`src/include/bic_pkg.sv`:
```
// Constants and types for the bit-level two-wire bus control and status block
package bic_pkg;
   // Register addresses on the special function register port
   localparam logic [7:0] ADDR_CTL   = 8'hd8;
   localparam logic [7:0] ADDR_BIT   = 8'hd9;
   localparam logic [7:0] ADDR_START = 8'hda;
   // Bit positions in bus_control_status
   localparam int B_DATA  = 7;
   localparam int B_CLK   = 6;
   localparam int B_RISE  = 5;
   localparam int B_BUSY  = 4;
   localparam int B_RDONE = 3;
   localparam int B_WDONE = 2;
   localparam int B_STR   = 1;
   localparam int B_EN    = 0;
   // Bit position of the start flag in start_interrupt_reg
   localparam int B_START = 7;
   // Reset values
   localparam logic      LINE_IDLE = 1'b1;
   localparam logic [7:0] RST_CTL  = 8'hc0;
   localparam logic [7:0] RD_ZERO  = 8'h00;
   // Timing, in picoseconds per period and in crystal periods
   localparam int CLK_PS          = 8000;
   localparam int CRYSTAL_CLOCK_PS         = 8000;
   localparam int AUTO_DELAY_CRYSTAL_CLOCK = 28;
   localparam int AUTO_HIGH_CRYSTAL_CLOCK  = 100;
   localparam int AUTO_PAUSE_CRYSTAL_CLOCK = 20;
   localparam int RISE_MIN_CRYSTAL_CLOCK   = 8;
   localparam int SYNC_STAGES     = 2;
   // Derived cycle counts; least times round up, none below one cycle
   localparam int AUTO_DELAY_CYC = (AUTO_DELAY_CRYSTAL_CLOCK * CRYSTAL_CLOCK_PS + CLK_PS - 1) / CLK_PS;
   localparam int AUTO_HIGH_CYC  = (AUTO_HIGH_CRYSTAL_CLOCK * CRYSTAL_CLOCK_PS + CLK_PS - 1) / CLK_PS;
   localparam int AUTO_PAUSE_CYC = (AUTO_PAUSE_CRYSTAL_CLOCK * CRYSTAL_CLOCK_PS + CLK_PS - 1) / CLK_PS;
   localparam int RISE_MIN_CYC   = (RISE_MIN_CRYSTAL_CLOCK * CRYSTAL_CLOCK_PS + CLK_PS - 1) / CLK_PS;
   localparam int FILT_LEN_DEF   = RISE_MIN_CYC - SYNC_STAGES;
   localparam int CNT_W          = 8;
   localparam logic [CNT_W-1:0] CNT_ZERO = 8'h00;
   localparam logic [CNT_W-1:0] CNT_ONE  = 8'h01;
   // Auto-clock sequencer states
   typedef enum logic [1:0] {AC_IDLE, AC_DELAY, AC_HIGH} bic_auto_e;
endpackage

```
`src/rtl/bic_ctl.sv`:
```
// Bit-level two-wire bus control, status, auto-clock and clock stretching
`timescale 1ns/1ps
module bic_ctl
   import bic_pkg::*;
#(
   parameter int FILT_LEN = FILT_LEN_DEF
)(
   input  wire logic       ref_clk,
   input  wire logic       rst,
   input  wire logic [7:0] sfr_addr,
   input  wire logic       sfr_rd,
   input  wire logic       sfr_rmw,
   input  wire logic       sfr_wr,
   input  wire logic [7:0] sfr_wdata,
   output logic      [7:0] sfr_rdata_r,
   input  wire logic       scl_in,
   output logic            scl_out_r,
   output logic            scl_oe_n_r,
   input  wire logic       sda_in,
   output logic            sda_out_r,
   output logic            sda_oe_n_r
);
   logic             scl_f;
   logic             sda_f;
   logic             scl_d_r;
   logic             sda_d_r;
   logic             data_out_bit_r;
   logic             clock_out_bit_r;
   logic             stretch_control_r;
   logic             serial_io_enable_r;
   logic             data_in_r;
   logic             clock_rise_flag_r;
   logic             bus_busy_flag_r;
   logic             start_int_r;
   logic             start_pend_r;
   logic             stretch_hold_flag_r;
   logic             arb_lost_r;
   bic_auto_e        auto_st_r;
   logic [CNT_W-1:0] auto_cnt_r;
   logic             scl_rise;
   logic             scl_fall;
   logic             start_ev;
   logic             stop_ev;
   logic             ctl_wr;
   logic             bit_acc;
   logic             rise_clr;
   logic             read_bit_done;
   logic             write_bit_done;
   logic             auto_high;
   logic             auto_launch;
   logic             scl_pull;

   // Line inputs pass synchroniser and filter before anything reads them
   bic_filter #(.FILT_LEN(FILT_LEN)) u_scl_filt (
      .ref_clk (ref_clk),
      .rst     (rst),
      .line_in (scl_in),
      .filt_r  (scl_f)
   );
   bic_filter #(.FILT_LEN(FILT_LEN)) u_sda_filt (
      .ref_clk (ref_clk),
      .rst     (rst),
      .line_in (sda_in),
      .filt_r  (sda_f)
   );
   // Delayed copies of the filtered lines for edge detection
   always_ff @(posedge ref_clk or posedge rst)
   begin
      if (rst)
      begin
         scl_d_r <= LINE_IDLE;
         sda_d_r <= LINE_IDLE;
      end
      else
      begin
         scl_d_r <= scl_f;
         sda_d_r <= sda_f;
      end
   end
   // Bus events and register access decode
   assign scl_rise    = scl_f && !scl_d_r;
   assign scl_fall    = !scl_f && scl_d_r;
   assign start_ev    = serial_io_enable_r && scl_f && scl_d_r && !sda_f && sda_d_r;
   assign stop_ev     = scl_f && scl_d_r && sda_f && !sda_d_r;
   assign ctl_wr      = sfr_wr && (sfr_addr == ADDR_CTL);
   assign bit_acc     = (sfr_wr || sfr_rd) && (sfr_addr == ADDR_BIT);
   assign rise_clr    = bit_acc || (ctl_wr && !sfr_wdata[B_RISE]);
   assign auto_launch = bit_acc && !clock_out_bit_r && serial_io_enable_r;
   assign auto_high   = (auto_st_r == AC_HIGH);
   // Finished flags are derived, so clearing the rise flag clears them too
   assign read_bit_done  = clock_rise_flag_r && !scl_f && !start_int_r && bus_busy_flag_r;
   assign write_bit_done = read_bit_done && !arb_lost_r;
   // Control bits; the data bit is one store shared by both registers
   always_ff @(posedge ref_clk or posedge rst)
   begin
      if (rst)
      begin
         data_out_bit_r     <= RST_CTL[B_DATA];
         clock_out_bit_r    <= RST_CTL[B_CLK];
         stretch_control_r  <= RST_CTL[B_STR];
         serial_io_enable_r <= RST_CTL[B_EN];
      end
      else if (ctl_wr)
      begin
         data_out_bit_r     <= sfr_wdata[B_DATA];
         clock_out_bit_r    <= sfr_wdata[B_CLK];
         stretch_control_r  <= sfr_wdata[B_STR];
         serial_io_enable_r <= sfr_wdata[B_EN];
      end
      else if (bit_acc && sfr_wr)
         data_out_bit_r <= sfr_wdata[B_DATA];
   end
   // Input data latch, rise flag and arbitration check; a new edge beats a clear
   always_ff @(posedge ref_clk or posedge rst)
   begin
      if (rst)
      begin
         data_in_r         <= LINE_IDLE;
         clock_rise_flag_r <= 1'b0;
         arb_lost_r        <= 1'b0;
      end
      else if (scl_rise)
      begin
         data_in_r         <= sda_f;
         clock_rise_flag_r <= 1'b1;
         arb_lost_r        <= data_out_bit_r && !sda_f;
      end
      else if (rise_clr)
      begin
         clock_rise_flag_r <= 1'b0;
         arb_lost_r        <= 1'b0;
      end
   end
   // Bus busy between start and stop; cleared when the hardware is off
   always_ff @(posedge ref_clk or posedge rst)
   begin
      if (rst)
         bus_busy_flag_r <= 1'b0;
      else if (!serial_io_enable_r)
         bus_busy_flag_r <= 1'b0;
      else if (start_ev)
         bus_busy_flag_r <= 1'b1;
      else if (stop_ev)
         bus_busy_flag_r <= 1'b0;
   end

   // Start flag waits for the clock fall after a start; set wins over clear
   always_ff @(posedge ref_clk or posedge rst)
   begin
      if (rst)
      begin
         start_pend_r <= 1'b0;
         start_int_r  <= 1'b0;
      end
      else
      begin
         if (start_ev)
            start_pend_r <= 1'b1;
         else if (scl_fall || !serial_io_enable_r)
            start_pend_r <= 1'b0;
         if (start_pend_r && scl_fall)
            start_int_r <= 1'b1;
         else if (bit_acc || (sfr_wr && sfr_addr == ADDR_START && !sfr_wdata[B_START]))
            start_int_r <= 1'b0;
      end
   end

   // Hidden stretch flag; a set event in the access cycle still wins
   always_ff @(posedge ref_clk or posedge rst)
   begin
      if (rst)
         stretch_hold_flag_r <= 1'b0;
      else if (!serial_io_enable_r)
         stretch_hold_flag_r <= 1'b0;
      else if (start_ev || (scl_fall && stretch_control_r))
         stretch_hold_flag_r <= 1'b1;
      else if (bit_acc)
         stretch_hold_flag_r <= 1'b0;
   end

   // Auto-clock: delay, then a high pulse that pauses while the line is held low, but not in its first 20 cycles
   always_ff @(posedge ref_clk or posedge rst)
   begin
      if (rst)
      begin
         auto_st_r  <= AC_IDLE;
         auto_cnt_r <= CNT_ZERO;
      end
      else if (auto_launch)
      begin
         auto_st_r  <= AC_DELAY;
         auto_cnt_r <= CNT_ONE;
      end
      else
      begin
         case (auto_st_r)
            AC_DELAY:
               if (auto_cnt_r == CNT_W'(AUTO_DELAY_CYC - 1))
               begin
                  auto_st_r  <= AC_HIGH;
                  auto_cnt_r <= CNT_ZERO;
               end
               else
                  auto_cnt_r <= auto_cnt_r + CNT_ONE;
            AC_HIGH:
               if (auto_cnt_r == CNT_W'(AUTO_HIGH_CYC - 1))
               begin
                  auto_st_r  <= AC_IDLE;
                  auto_cnt_r <= CNT_ZERO;
               end
               else if (auto_cnt_r < CNT_W'(AUTO_PAUSE_CYC) || scl_f)
                  auto_cnt_r <= auto_cnt_r + CNT_ONE;
            default:
            begin
               auto_st_r  <= AC_IDLE;
               auto_cnt_r <= CNT_ZERO;
            end
         endcase
      end
   end

   // Lines are only ever pulled low or released; disabled hardware releases both
   assign scl_pull = serial_io_enable_r
                     && ((!clock_out_bit_r && !auto_high) || stretch_hold_flag_r);
   always_ff @(posedge ref_clk or posedge rst)
   begin
      if (rst)
      begin
         scl_oe_n_r <= 1'b1;
         sda_oe_n_r <= 1'b1;
         scl_out_r  <= 1'b0;
         sda_out_r  <= 1'b0;
      end
      else
      begin
         scl_oe_n_r <= !scl_pull;
         sda_oe_n_r <= !(serial_io_enable_r && !data_out_bit_r);
         scl_out_r  <= 1'b0;
         sda_out_r  <= 1'b0;
      end
   end

   // Registered read data; read-modify-write sees the output bits
   always_ff @(posedge ref_clk or posedge rst)
   begin
      if (rst)
         sfr_rdata_r <= RD_ZERO;
      else if (sfr_rd && sfr_addr == ADDR_CTL)
         sfr_rdata_r <= {sfr_rmw ? data_out_bit_r : data_in_r,
                         sfr_rmw ? clock_out_bit_r : scl_f,
                         clock_rise_flag_r, bus_busy_flag_r, read_bit_done,
                         write_bit_done, stretch_control_r, serial_io_enable_r};
      else if (sfr_rd && sfr_addr == ADDR_BIT)
         sfr_rdata_r <= {data_in_r, RD_ZERO[6:0]};
      else if (sfr_rd && sfr_addr == ADDR_START)
         sfr_rdata_r <= {start_int_r, RD_ZERO[6:0]};
      else if (sfr_rd)
         sfr_rdata_r <= RD_ZERO;
   end
endmodule // bic_ctl

```
`src/rtl/bic_filter.sv`:
```
// Two-stage synchroniser and glitch filter for one bus line
`timescale 1ns/1ps
module bic_filter
   import bic_pkg::*;
#(
   parameter int FILT_LEN = FILT_LEN_DEF
)(
   input  wire logic ref_clk,
   input  wire logic rst,
   input  wire logic line_in,
   output logic      filt_r
);
   logic             sync1_r;
   logic             sync2_r;
   logic [CNT_W-1:0] stab_cnt_r;

   // Synchroniser; only the second stage reads the first
   always_ff @(posedge ref_clk or posedge rst)
   begin
      if (rst)
      begin
         sync1_r <= LINE_IDLE;
         sync2_r <= LINE_IDLE;
      end
      else
      begin
         sync1_r <= line_in;
         sync2_r <= sync1_r;
      end
   end

   // New level is accepted only after it has stood FILT_LEN samples
   always_ff @(posedge ref_clk or posedge rst)
   begin
      if (rst)
      begin
         stab_cnt_r <= CNT_ZERO;
         filt_r     <= LINE_IDLE;
      end
      else if (sync2_r == filt_r)
         stab_cnt_r <= CNT_ZERO;
      else if (stab_cnt_r == CNT_W'(FILT_LEN - 1))
      begin
         stab_cnt_r <= CNT_ZERO;
         filt_r     <= sync2_r;
      end
      else
         stab_cnt_r <= stab_cnt_r + CNT_ONE;
   end
endmodule // bic_filter

```
`config.mk`:
```
export PLATFORM = sky130hd
export DESIGN_NAME = bic_ctl
export DESIGN_NICKNAME = d
export VERILOG_FILES = /design/src/include/bic_pkg.sv /design/src/rtl/bic_ctl.sv /design/src/rtl/bic_filter.sv
export SDC_FILE = /design/constraint.sdc
export NUM_CORES = 1
export LEC_CHECK = 0
export ABC_CLOCK_PERIOD_IN_PS = 2300
export BUFFER_PORTS_ARGS = -buffer_cell sky130_fd_sc_hd__buf_2
export CAP_MARGIN = 20
export CORE_ASPECT_RATIO = 0.5
export CORE_MARGIN = 4
export CORE_UTILIZATION = 57
export DETAILED_ROUTE_END_ITERATION = 10
export PLACE_DENSITY = 0.83
export SLEW_MARGIN = 20
export SYNTH_ARGS = -nofsm -noshare
export SYNTH_HDL_FRONTEND = slang
export SYNTH_HIERARCHICAL = 1
export SYNTH_SLANG_ARGS = --single-unit
```
`constraint.sdc`:
```
create_clock -name ref_clk -period 2.3 [get_ports ref_clk]
set_clock_uncertainty 0.1 [all_clocks]
set_input_delay 0.46 -clock ref_clk [delete_from_list [all_inputs] [get_ports ref_clk]]
set_output_delay 0.46 -clock ref_clk [all_outputs]
set_load 0.005 [all_outputs]
```
==> reports/results.tsv, run 1 <==
stage	metric	value	unit
status	outcome	finished, final reports clean	
grt	first_global_vias	2219	
route	wl_per_cell	15.0	um
critical_path	r2r_start	auto_cnt_r[1]	
die	die_y	57.2	um
power	p_sw_frac	0.297	
timing	tightest_slew	0.720	ns
clock_network	numCtsBuffers	5	
die	initial_core_util	0.609	
layout	area_growth	16.0	%
clock_network	cts_tree	built	
timing	whs	0.0360	ns
timing	tns	0	ns
die	dieWidth	106	um
die	ios	35	
synthesis	syn-cell-area	0.00276	sq mm
grt	grtUsageTotal	0.196	
timing	fmax	443	MHz
layout	multiInputGateArea	0.00126	sq mm
route	dr.pass1.iters	5	
grt	antenna_found_initial	0	
placement	portBuffers	29	
critical_path	startpoint_type	flip-flop	
power	power.density	713	mW/mm^2
synthesis	ys.flop_type	dfrtp_1	
layout	nFillCells	341	
power	p_comb_frac	0.167	
synthesis	syn_area_per_cell	10.4	sq um
grt	grt_max_degree	34	
timing	drv_slew	0	
power	ir_worst_vdd	422	uV
synthesis	synth_edf_count	0	
timing	setup_viol_count_final	0	
power	switching_power	0.000679	W
power	p_int	0.00161	W
clock_network	clock_path_buffers	2	
synthesis	ys_top_cells_by_area	dfrtp_1 38%, dfstp_2 12%, o21ai_0 4.4%	
placement	dp_slack	-0.0224	ns
synthesis	synth_cells	266	
layout	drive_gt1_frac	0.263	
synthesis	synth_top_area_cell	dfrtp_1	
power	leakagePower	1.41	nW
synthesis	ys_top_cells_by_count	42 x dfrtp_1, 26 x inv_1, 24 x o21ai_0, 19 x nand2_1, 18 x nor2_1	
layout	final_cell_area	0.00320	sq mm
clock_network	clock_tree.root_cell	clkbuf_8	
timing	slew_headroom	0.516	
run	drv_cap	0	
synthesis	synth_most_common_cell	dfrtp_1	
min_path	hold_path_class	in -> async	
critical_path	reg2reg_depth	6	
die	core_area	0.00453	sq mm
synthesis	async_flop_share	1.00	
placement	place_hpwl	4.12	mm
layout	diodes	0	
power	power	0.00229	W
critical_path	r2r_slack	0.04	ns
synthesis	synthDominantCellAreaShare	0.381	
timing	period_share	0.981	
critical_path	cp-end-kind	flip-flop	
die	die_area	0.00609	sq mm
power	clkPwrFrac	0.294	
synthesis	synth_cell_type_count	51	
clock_network	htreeDepth	2	
critical_path	crit_start	auto_cnt_r[1]	
critical_path	cp_max_fo	4	
route	num_vias	2163	
timing	timing.final.ws_setup	0.0448	ns
critical_path	critPathKind	reg -> reg	
layout	final_nets	342	
route	dr.first_iter.drc_count	98	
route	final_antenna_net_count	0	
route	wl	5.67	mm
placement	place_congestion	0.880	
layout	register_area	0.00139	sq mm
clock_network	path_clk_slew	0.11	ns
power	seqPwrFrac	0.539	
die	rows	17	
synthesis	ys_seq_area_frac	0.505	
route	avgViaCountPerCell	5.72	
critical_path	required	2.41	ns
grt	grt_pass1_wl	9.60	mm
critical_path	endpoint	auto_cnt_r[7]	
synthesis	ys_ff_latch	55	
route	route.detailed.drc	0	
clock_network	clk_latency	0.31	ns
timing	hold_viol	0	
placement	placed_cell_area	0.00305	sq mm
critical_path	r2r_end	auto_cnt_r[7]	
critical_path	crit_arrival	2.37	ns
clock_network	cts_num_sinks	55	
timing	period_minus_slack	2.26	ns
grt	grt-ovfl-total	0	
synthesis	synth_warnings	6	
-- cell families (layout without fill, tap and decap cells) --
family / count (synthesis) / after routing / share of synthesized area
flops: 55 / 55 / 0.505
xor+xnor: 8 / 8 / 0.0254
other cells: 1 / 2 / 0.00136
mux: 8 / 8 / 0.0313
simple gates: 95 / 95 / 0.199
compound gates: 59 / 59 / 0.155
fa+ha+maj: 8 / 8 / 0.0363
buf+inv: 32 / 77 / 0.0467
-- final cells by class --
type	instances	share of cell area
Multi-Input combinational cell	180	0.394
Clock inverter	3	0.0156
Tap cell	66	0.0258
Inverter	26	0.0305
Timing Repair Buffer	43	0.0781
Clock buffer	5	0.0215
Sequential cell	55	0.435
-- stage by stage --
step                      std cells  utilization
final                           378        0.707
after global routing            378        0.707
after CTS                       376        0.700
after detailed placement        368        0.673
after global placement          368        0.673
after floorplan                 267            -
-- cell usage in the layout (no fill, tap or decap), types with 2 or more instances in the layout --
master	Yosys	layout
nand2_1	19	19
inv_1	26	26
a21oi_1	9	9
xor2_1	6	6
dfstp_2	13	13
nand3b_1	3	3
buf_2	0	29
a31oi_1	2	2
xnor2_1	2	2
nand2b_1	3	3
clkbuf_8	0	5
nand4bb_2	2	2
nor4b_1	3	2
a22o_1	3	3
o22ai_1	5	5
dfrtp_1	42	42
nand4b_1	4	4
nor3_1	4	4
o41ai_4	3	3
nor2b_1	3	3
o21ai_0	24	24
or3_1	7	7
mux2_2	3	3
or2_2	2	2
conb_1	1	2
nor2_1	18	18
nand4_2	2	2
mux2i_1	3	3
nand3_1	15	15
buf_4	2	14
a21o_1	3	3
nor4_1	3	3
ha_1	8	7
mux2_1	2	2
-- power groups by stage --
stage               clock [W]  sequential, W  combinational, W
finish               0.000673        0.00123          0.000381
global route         0.000735        0.00125          0.000430
CTS                  0.000682        0.00123          0.000384
detailed placement          0        0.00125          0.000382
global placement            0        0.00123          0.000361
floorplan                   0        0.00122          0.000284
-- worst min-delay path by stage --
stage / startpoint / to / slack, ns / cells past startpoint
6_report: rst / u_sda_filt/stab_cnt_r[4] / 0.04 / 2
2_1_floorplan: rst / u_scl_filt/stab_cnt_r[0] / 0.21 / 1
5_1_grt: rst / u_scl_filt/stab_cnt_r[4] / 0.06 / 2
3_5_place_dp: u_scl_filt/sync1_r / u_scl_filt/sync2_r / 0.25 / 0
4_1_cts: rst / u_sda_filt/stab_cnt_r[4] / 0.05 / 2
3_3_place_gp: u_scl_filt/sync1_r / u_scl_filt/sync2_r / 0.25 / 0
-- sequential cells by signal (all words and copies together), names as in the netlist, 2 cells and up --
signal	count
sfr_rdata_r	8
u_sda_filt/stab_cnt_r	8
auto_cnt_r	8
u_scl_filt/stab_cnt_r	8
auto_st_r	2
-- critical path, stage by stage (launching register included) --
cell and delay, ns:
dfrtp_1 0.44, ha_4 0.17, nand4b_1 0.15, o41ai_4 0.43
nor2_2 0.10, or4b_4 0.51, o41ai_2 0.27
-- repair_timing --
item,4_1_cts,5_1_grt
setup endpoints to repair,0,4
buffers inserted,0,2
gates resized for setup,0,3
hold buffers,0,0
-- layer usage --
metal,wire length (um),GRT usage
met3,219,0.0452
met2,2990,0.378
met5,0,0
met4,59,0.0474
met1,2400,0.223
No activity file was read; power rests on OpenSTA's default activity.
==> run 2: changes to the inputs <==
CORE_MARGIN = 1.5   (was 4)
REMOVE_ABC_BUFFERS = 1   (was not set)
==> reports/results.tsv, run 2 (synthesized netlist as in run 1, its figures left out) <==
stage	metric	value	unit	change
route	wl	5.77	mm	was 5.67 mm
layout	nFillCells	314		was 341
timing	fmax	455	MHz	was 443 MHz
grt	grt_max_degree	34		unchanged
status	outcome	finished, final reports clean		unchanged
clock_network	cts_tree	built		unchanged
placement	place_congestion	0.909		was 0.880
timing	tightest_slew	0.627	ns	was 0.720 ns
grt	grtUsageTotal	0.247		was 0.196
timing	period_share	0.955		was 0.981
critical_path	startpoint_type	flip-flop		unchanged
timing	drv_slew	0		unchanged
grt	grt_pass1_wl	9.81	mm	was 9.60 mm
placement	portBuffers	29		unchanged
timing	slew_headroom	0.579		was 0.516
route	route.detailed.drc	0		unchanged
clock_network	clk_latency	0.32	ns	was 0.31 ns
clock_network	clock_path_buffers	2		unchanged
clock_network	htreeDepth	2		unchanged
power	ir_worst_vdd	362	uV	was 422 uV
critical_path	cp_max_fo	4		unchanged
critical_path	reg2reg_depth	6		unchanged
power	leakagePower	1.41	nW	about the same
placement	placed_cell_area	0.00306	sq mm	was 0.00305 sq mm
layout	drive_gt1_frac	0.256		was 0.263
layout	final_cell_area	0.00317	sq mm	was 0.00320 sq mm
placement	place_hpwl	4.12	mm	about the same
die	core_area	0.00453	sq mm	unchanged
route	dr.first_iter.drc_count	112		was 98
die	die_area	0.00529	sq mm	was 0.00609 sq mm
route	avgViaCountPerCell	5.69		was 5.72
power	switching_power	0.000693	W	was 0.000679 W
critical_path	crit_arrival	2.33	ns	was 2.37 ns
grt	first_global_vias	2124		was 2219
timing	setup_viol_count_final	0		unchanged
clock_network	numCtsBuffers	5		unchanged
layout	mostFrequentLayoutCell	dfrtp_1		unchanged
route	final_antenna_net_count	0		unchanged
power	p_int	0.00153	W	was 0.00161 W
min_path	hold_path_class	in -> async		unchanged
layout	mostFrequentLayoutCells	42 x dfrtp_1, 29 x buf_2, 26 x inv_1		unchanged
die	rows	17		unchanged
die	die_y	52.2	um	was 57.2 um
power	clkPwrFrac	0.270		was 0.294
critical_path	required	2.43	ns	was 2.41 ns
die	initial_core_util	0.609		unchanged
layout	final_nets	342		unchanged
layout	area_growth	14.8	%	was 16.0%
critical_path	cp-end-kind	flip-flop		unchanged
timing	hold_viol	0		unchanged
critical_path	critPathKind	reg -> reg		unchanged
run	drv_cap	0		unchanged
power	seqPwrFrac	0.555		was 0.539
power	p_comb_frac	0.176		was 0.167
timing	whs	0.0256	ns	was 0.0360 ns
die	ios	35		unchanged
clock_network	path_clk_slew	0.11	ns	about the same
power	power.density	701	mW/mm^2	was 713 mW/mm^2
power	p_sw_frac	0.312		was 0.297
route	wl_per_cell	15.3	um	was 15.0 um
timing	period_minus_slack	2.20	ns	was 2.26 ns
timing	timing.final.ws_setup	0.103	ns	was 0.0448 ns
clock_network	clock_tree.root_cell	clkbuf_8		unchanged
clock_network	cts_num_sinks	55		unchanged
grt	antenna_found_initial	0		unchanged
critical_path	r2r_slack	0.10	ns	was 0.04 ns
grt	grt-ovfl-total	0		unchanged
placement	dp_slack	0.0200	ns	was -0.0224 ns
route	dr.pass1.iters	5		unchanged
layout	diodes	0		unchanged
route	num_vias	2150		was 2163
die	dieWidth	101	um	was 106 um
## run 2: cell type report
cell class                 instances  area, sq um  area share
sequential                        55         1390       0.440
multi-input combinational        180         1240       0.392
timing repair buffer              43          250      0.0790
inverter                          26         97.6      0.0308
clock buffer                       6         82.6      0.0261
tap                               66         82.6      0.0261
clock inverter                     2         20.0     0.00632
## run 2: per-layer routing
metal	up-vias	part of all wire	track usage
met2	53	0.51	0.432
met4	0	0.027	0.116
met3	18	0.031	0.0533
li1	1028	-	-
met1	1051	0.43	0.299
met5	-	0	0
## run 2: critical path: stages, from the launching register on
cell,delay [ns]
dfrtp_1,0.41
ha_1,0.21
nand4b_1,0.15
o41ai_4,0.37
nor2_2,0.09
or4b_4,0.50
o41ai_2,0.27
## run 2: worst paths after layout
path | start | to
worst max-delay path | auto_cnt_r[1] | auto_cnt_r[7]
worst min-delay path | rst | u_sda_filt/stab_cnt_r[4]
worst max register to register | auto_cnt_r[1] | auto_cnt_r[7]
worst min register to register | u_sda_filt/sync1_r | u_sda_filt/sync2_r
max in group asynchronous | rst | clock_out_bit_r
min in group ref_clk | sda_in | u_sda_filt/sync1_r
## run 2: power by group through the flow
stage	clock network (W)	registers, W	logic, W
3_5_place_dp	0	0.00124	0.000383
4_1_cts	0.000608	0.00123	0.000391
5_1_grt	0.000642	0.00125	0.000432
3_3_place_gp	0	0.00123	0.000361
6_report	0.000598	0.00123	0.000390
2_1_floorplan	0	0.00123	0.000266
## run 2: through the flow
step / instances / setup TNS [ns] / power, W / utilization
final: 378 / 0 / 0.00222 / 0.699
after global routing: 378 / -0.00106 / 0.00233 / 0.699
after CTS: 377 / 0 / 0.00223 / 0.698
after detailed placement: 369 / 0 / 0.00163 / 0.675
after global placement: 369 / 0 / 0.00159 / 0.675
after floorplan: 261 / 0 / 0.00149 / -
## run 2: timing repair
action	CTS	global route
hold endpoints to repair	0	0
setup endpoints to repair	0	1
hold buffers	0	0
setup buffers	0	1
resized for setup	0	0
==> run 3: changes to the inputs <==
==> constraint.sdc (replaced) <==
create_clock -name ref_clk -period 2.3 [get_ports ref_clk]
set_clock_uncertainty 0.1 [all_clocks]
set_input_delay 0.115 -clock ref_clk [delete_from_list [all_inputs] [get_ports ref_clk]]
set_output_delay 0.115 -clock ref_clk [all_outputs]
set_load 0.005 [all_outputs]
==> reports/results.tsv, run 3 (synthesized netlist as in run 1, its figures left out) <==
stage	metric	value	unit	change
clock_network	clock_path_buffers	2		unchanged
power	clkPwrFrac	0.266		was 0.270
die	die_y	52.2	um	unchanged
power	leakagePower	1.41	nW	about the same
placement	place_hpwl	3.87	mm	was 4.12 mm
critical_path	required	2.41	ns	was 2.43 ns
timing	drv_slew	0		unchanged
critical_path	critPathKind	reg -> reg		unchanged
grt	grtUsageTotal	0.235		was 0.247
die	die_area	0.00529	sq mm	unchanged
route	route.detailed.drc	0		unchanged
clock_network	path_clk_slew	0.10	ns	was 0.11 ns
placement	place_congestion	0.884		was 0.909
grt	grt_pass1_wl	9.40	mm	was 9.81 mm
route	dr.first_iter.drc_count	92		was 112
grt	grt.busiest_layer	met2		unchanged
timing	tightest_slew	0.761	ns	was 0.627 ns
power	p_int	0.00153	W	about the same
layout	nFillCells	329		was 314
die	rows	17		unchanged
critical_path	startpoint_type	flip-flop		unchanged
critical_path	r2r_start	auto_cnt_r[1]		unchanged
power	p_comb_frac	0.176		about the same
placement	placed_cell_area	0.00301	sq mm	was 0.00306 sq mm
grt	grt_use_met2	0.408		was 0.432
grt	use_met3	0.0547		was 0.0533
route	wl	5.45	mm	was 5.77 mm
timing	fmax	459	MHz	was 455 MHz
status	outcome	finished, final reports clean		unchanged
timing	hold_viol	0		unchanged
power	power.density	686	mW/mm^2	was 701 mW/mm^2
route	dr.pass1.iters	4		was 5
power	switching_power	0.000673	W	was 0.000693 W
clock_network	clock_tree.root_cell	clkbuf_8		unchanged
grt	grt-ovfl-total	0		unchanged
layout	final_nets	345		was 342
critical_path	reg2reg_depth	6		unchanged
min_path	hold_path_end	data_out_bit_r		
min_path	worstHoldStart	sfr_wr		
clock_network	numCtsBuffers	5		unchanged
timing	period_minus_slack	2.18	ns	was 2.20 ns
critical_path	cp-end-kind	flip-flop		unchanged
layout	diodes	0		unchanged
min_path	min_path_cells	5		
critical_path	r2r_end	auto_cnt_r[7]		unchanged
critical_path	r2r_slack	0.12	ns	was 0.10 ns
layout	mostFrequentLayoutCell	dfrtp_1		unchanged
clock_network	cts_tree	built		unchanged
layout	final_cell_area	0.00321	sq mm	was 0.00317 sq mm
min_path	hold_path_class	in -> reg		was in -> async
critical_path	crit_arrival	2.29	ns	was 2.33 ns
route	wl_per_cell	14.3	um	was 15.3 um
grt	grt_max_degree	34		unchanged
timing	setup_viol_count_final	0		unchanged
grt	grt_use_met1	0.283		was 0.299
power	seqPwrFrac	0.557		was 0.555
die	dieWidth	101	um	unchanged
grt	antenna_found_initial	0		unchanged
layout	final_util	0.709		was 0.699
clock_network	clk_latency	0.31	ns	was 0.32 ns
route	final_antenna_net_count	0		unchanged
critical_path	cp_max_fo	6		was 4
power	p_sw_frac	0.305		was 0.312
power	ir_worst_vdd	357	uV	was 362 uV
clock_network	cts_num_sinks	55		unchanged
layout	area_growth	16.4	%	was 14.8%
layout	mostFrequentLayoutCells	42 x dfrtp_1, 29 x buf_2, 26 x inv_1		unchanged
layout	drive_gt1_frac	0.248		was 0.256
timing	slew_headroom	0.488		was 0.579
die	initial_core_util	0.609		unchanged
run	drv_cap	0		unchanged
die	ios	35		unchanged
timing	whs	0.0898	ns	was 0.0256 ns
route	num_vias	2128		was 2150
die	core_area	0.00453	sq mm	unchanged
placement	portBuffers	29		unchanged
route	avgViaCountPerCell	5.59		was 5.69
timing	period_share	0.947		was 0.955
grt	first_global_vias	2107		was 2124
clock_network	htreeDepth	2		unchanged
==> run 3: cell count changes in the layout (fill, tap and decap cells not counted), sizes merged <==
cell	change
buf	-4
dlygate4sd3	+7
==> run 3: how the worst max path moves through the flow <==
stage	start	slack (ns)	cells past startpoint	to
floorplan	auto_cnt_r[0]	0.17	6	auto_cnt_r[7]
global placement	auto_cnt_r[1]	0.11	6	auto_cnt_r[7]
detailed placement	auto_cnt_r[1]	0.009	6	auto_cnt_r[7]
CTS	auto_cnt_r[1]	0.04	6	auto_cnt_r[7]
global route	auto_cnt_r[1]	-0.01	6	auto_cnt_r[7]
finish	auto_cnt_r[1]	0.12	6	auto_cnt_r[7]
==> run 3: repair_timing <==
| item | in CTS | in global routing |
|---|---|---|
| gates resized for setup | 0 | 2 |
| hold buffers | 7 | 0 |
| pin swaps | 1 | 1 |
| hold endpoints to repair | 51 | 0 |
| setup endpoints to repair | 1 | 6 |
| setup buffers | 1 | 2 |
==> run 3: routing by layer <==
| metal | vias to the layer above | part of all wire | wire, um |
|---|---|---|---|
| met5 | - | 0 | 0 |
| met4 | 0 | 0.021 | 112 |
| met3 | 12 | 0.036 | 196 |
| met2 | 44 | 0.50 | 2720 |
| met1 | 1033 | 0.44 | 2420 |
| li1 | 1039 | - | - |
==> run 3: metrics by stage <==
| step | instances | setup TNS (ns) | total power, W | setup slack (ns) |
|---|---|---|---|---|
| 3_5_place_dp | 363 | 0 | 0.00162 | 0.00883 |
| 5_1_grt | 381 | -0.0100 | 0.00233 | -0.0100 |
| 3_3_place_gp | 363 | 0 | 0.00159 | 0.110 |
| 6_report | 381 | 0 | 0.00221 | 0.123 |
| 4_1_cts | 379 | 0 | 0.00222 | 0.0403 |
| 2_1_floorplan | 261 | 0 | 0.00149 | 0.172 |
==> run 3: power groups by stage <==
stage | registers [W] | clock network, W | logic [W]
finish | 0.00123 | 0.000588 | 0.000388
global route | 0.00125 | 0.000645 | 0.000436
CTS | 0.00123 | 0.000603 | 0.000388
detailed placement | 0.00125 | 0 | 0.000377
global placement | 0.00123 | 0 | 0.000360
floorplan | 0.00123 | 0 | 0.000266
==> run 3: area by class of cell <==
class	instances	area [sq um]	area share
multi-input combinational	180	1250	0.388
sequential	55	1390	0.433
timing repair buffer	46	290	0.0903
tap	66	82.6	0.0257
clock buffer	6	82.6	0.0257
inverter	26	97.6	0.0304
clock inverter	2	20.0	0.00623
==> run 3: worst max-delay path, cell delays in order (launching register included) <==
cell and delay, ns:
dfrtp_1 0.41, ha_2 0.22, nand4b_1 0.15, o41ai_4 0.29, nor2_2 0.13, or4b_4 0.52
o41ai_2 0.27
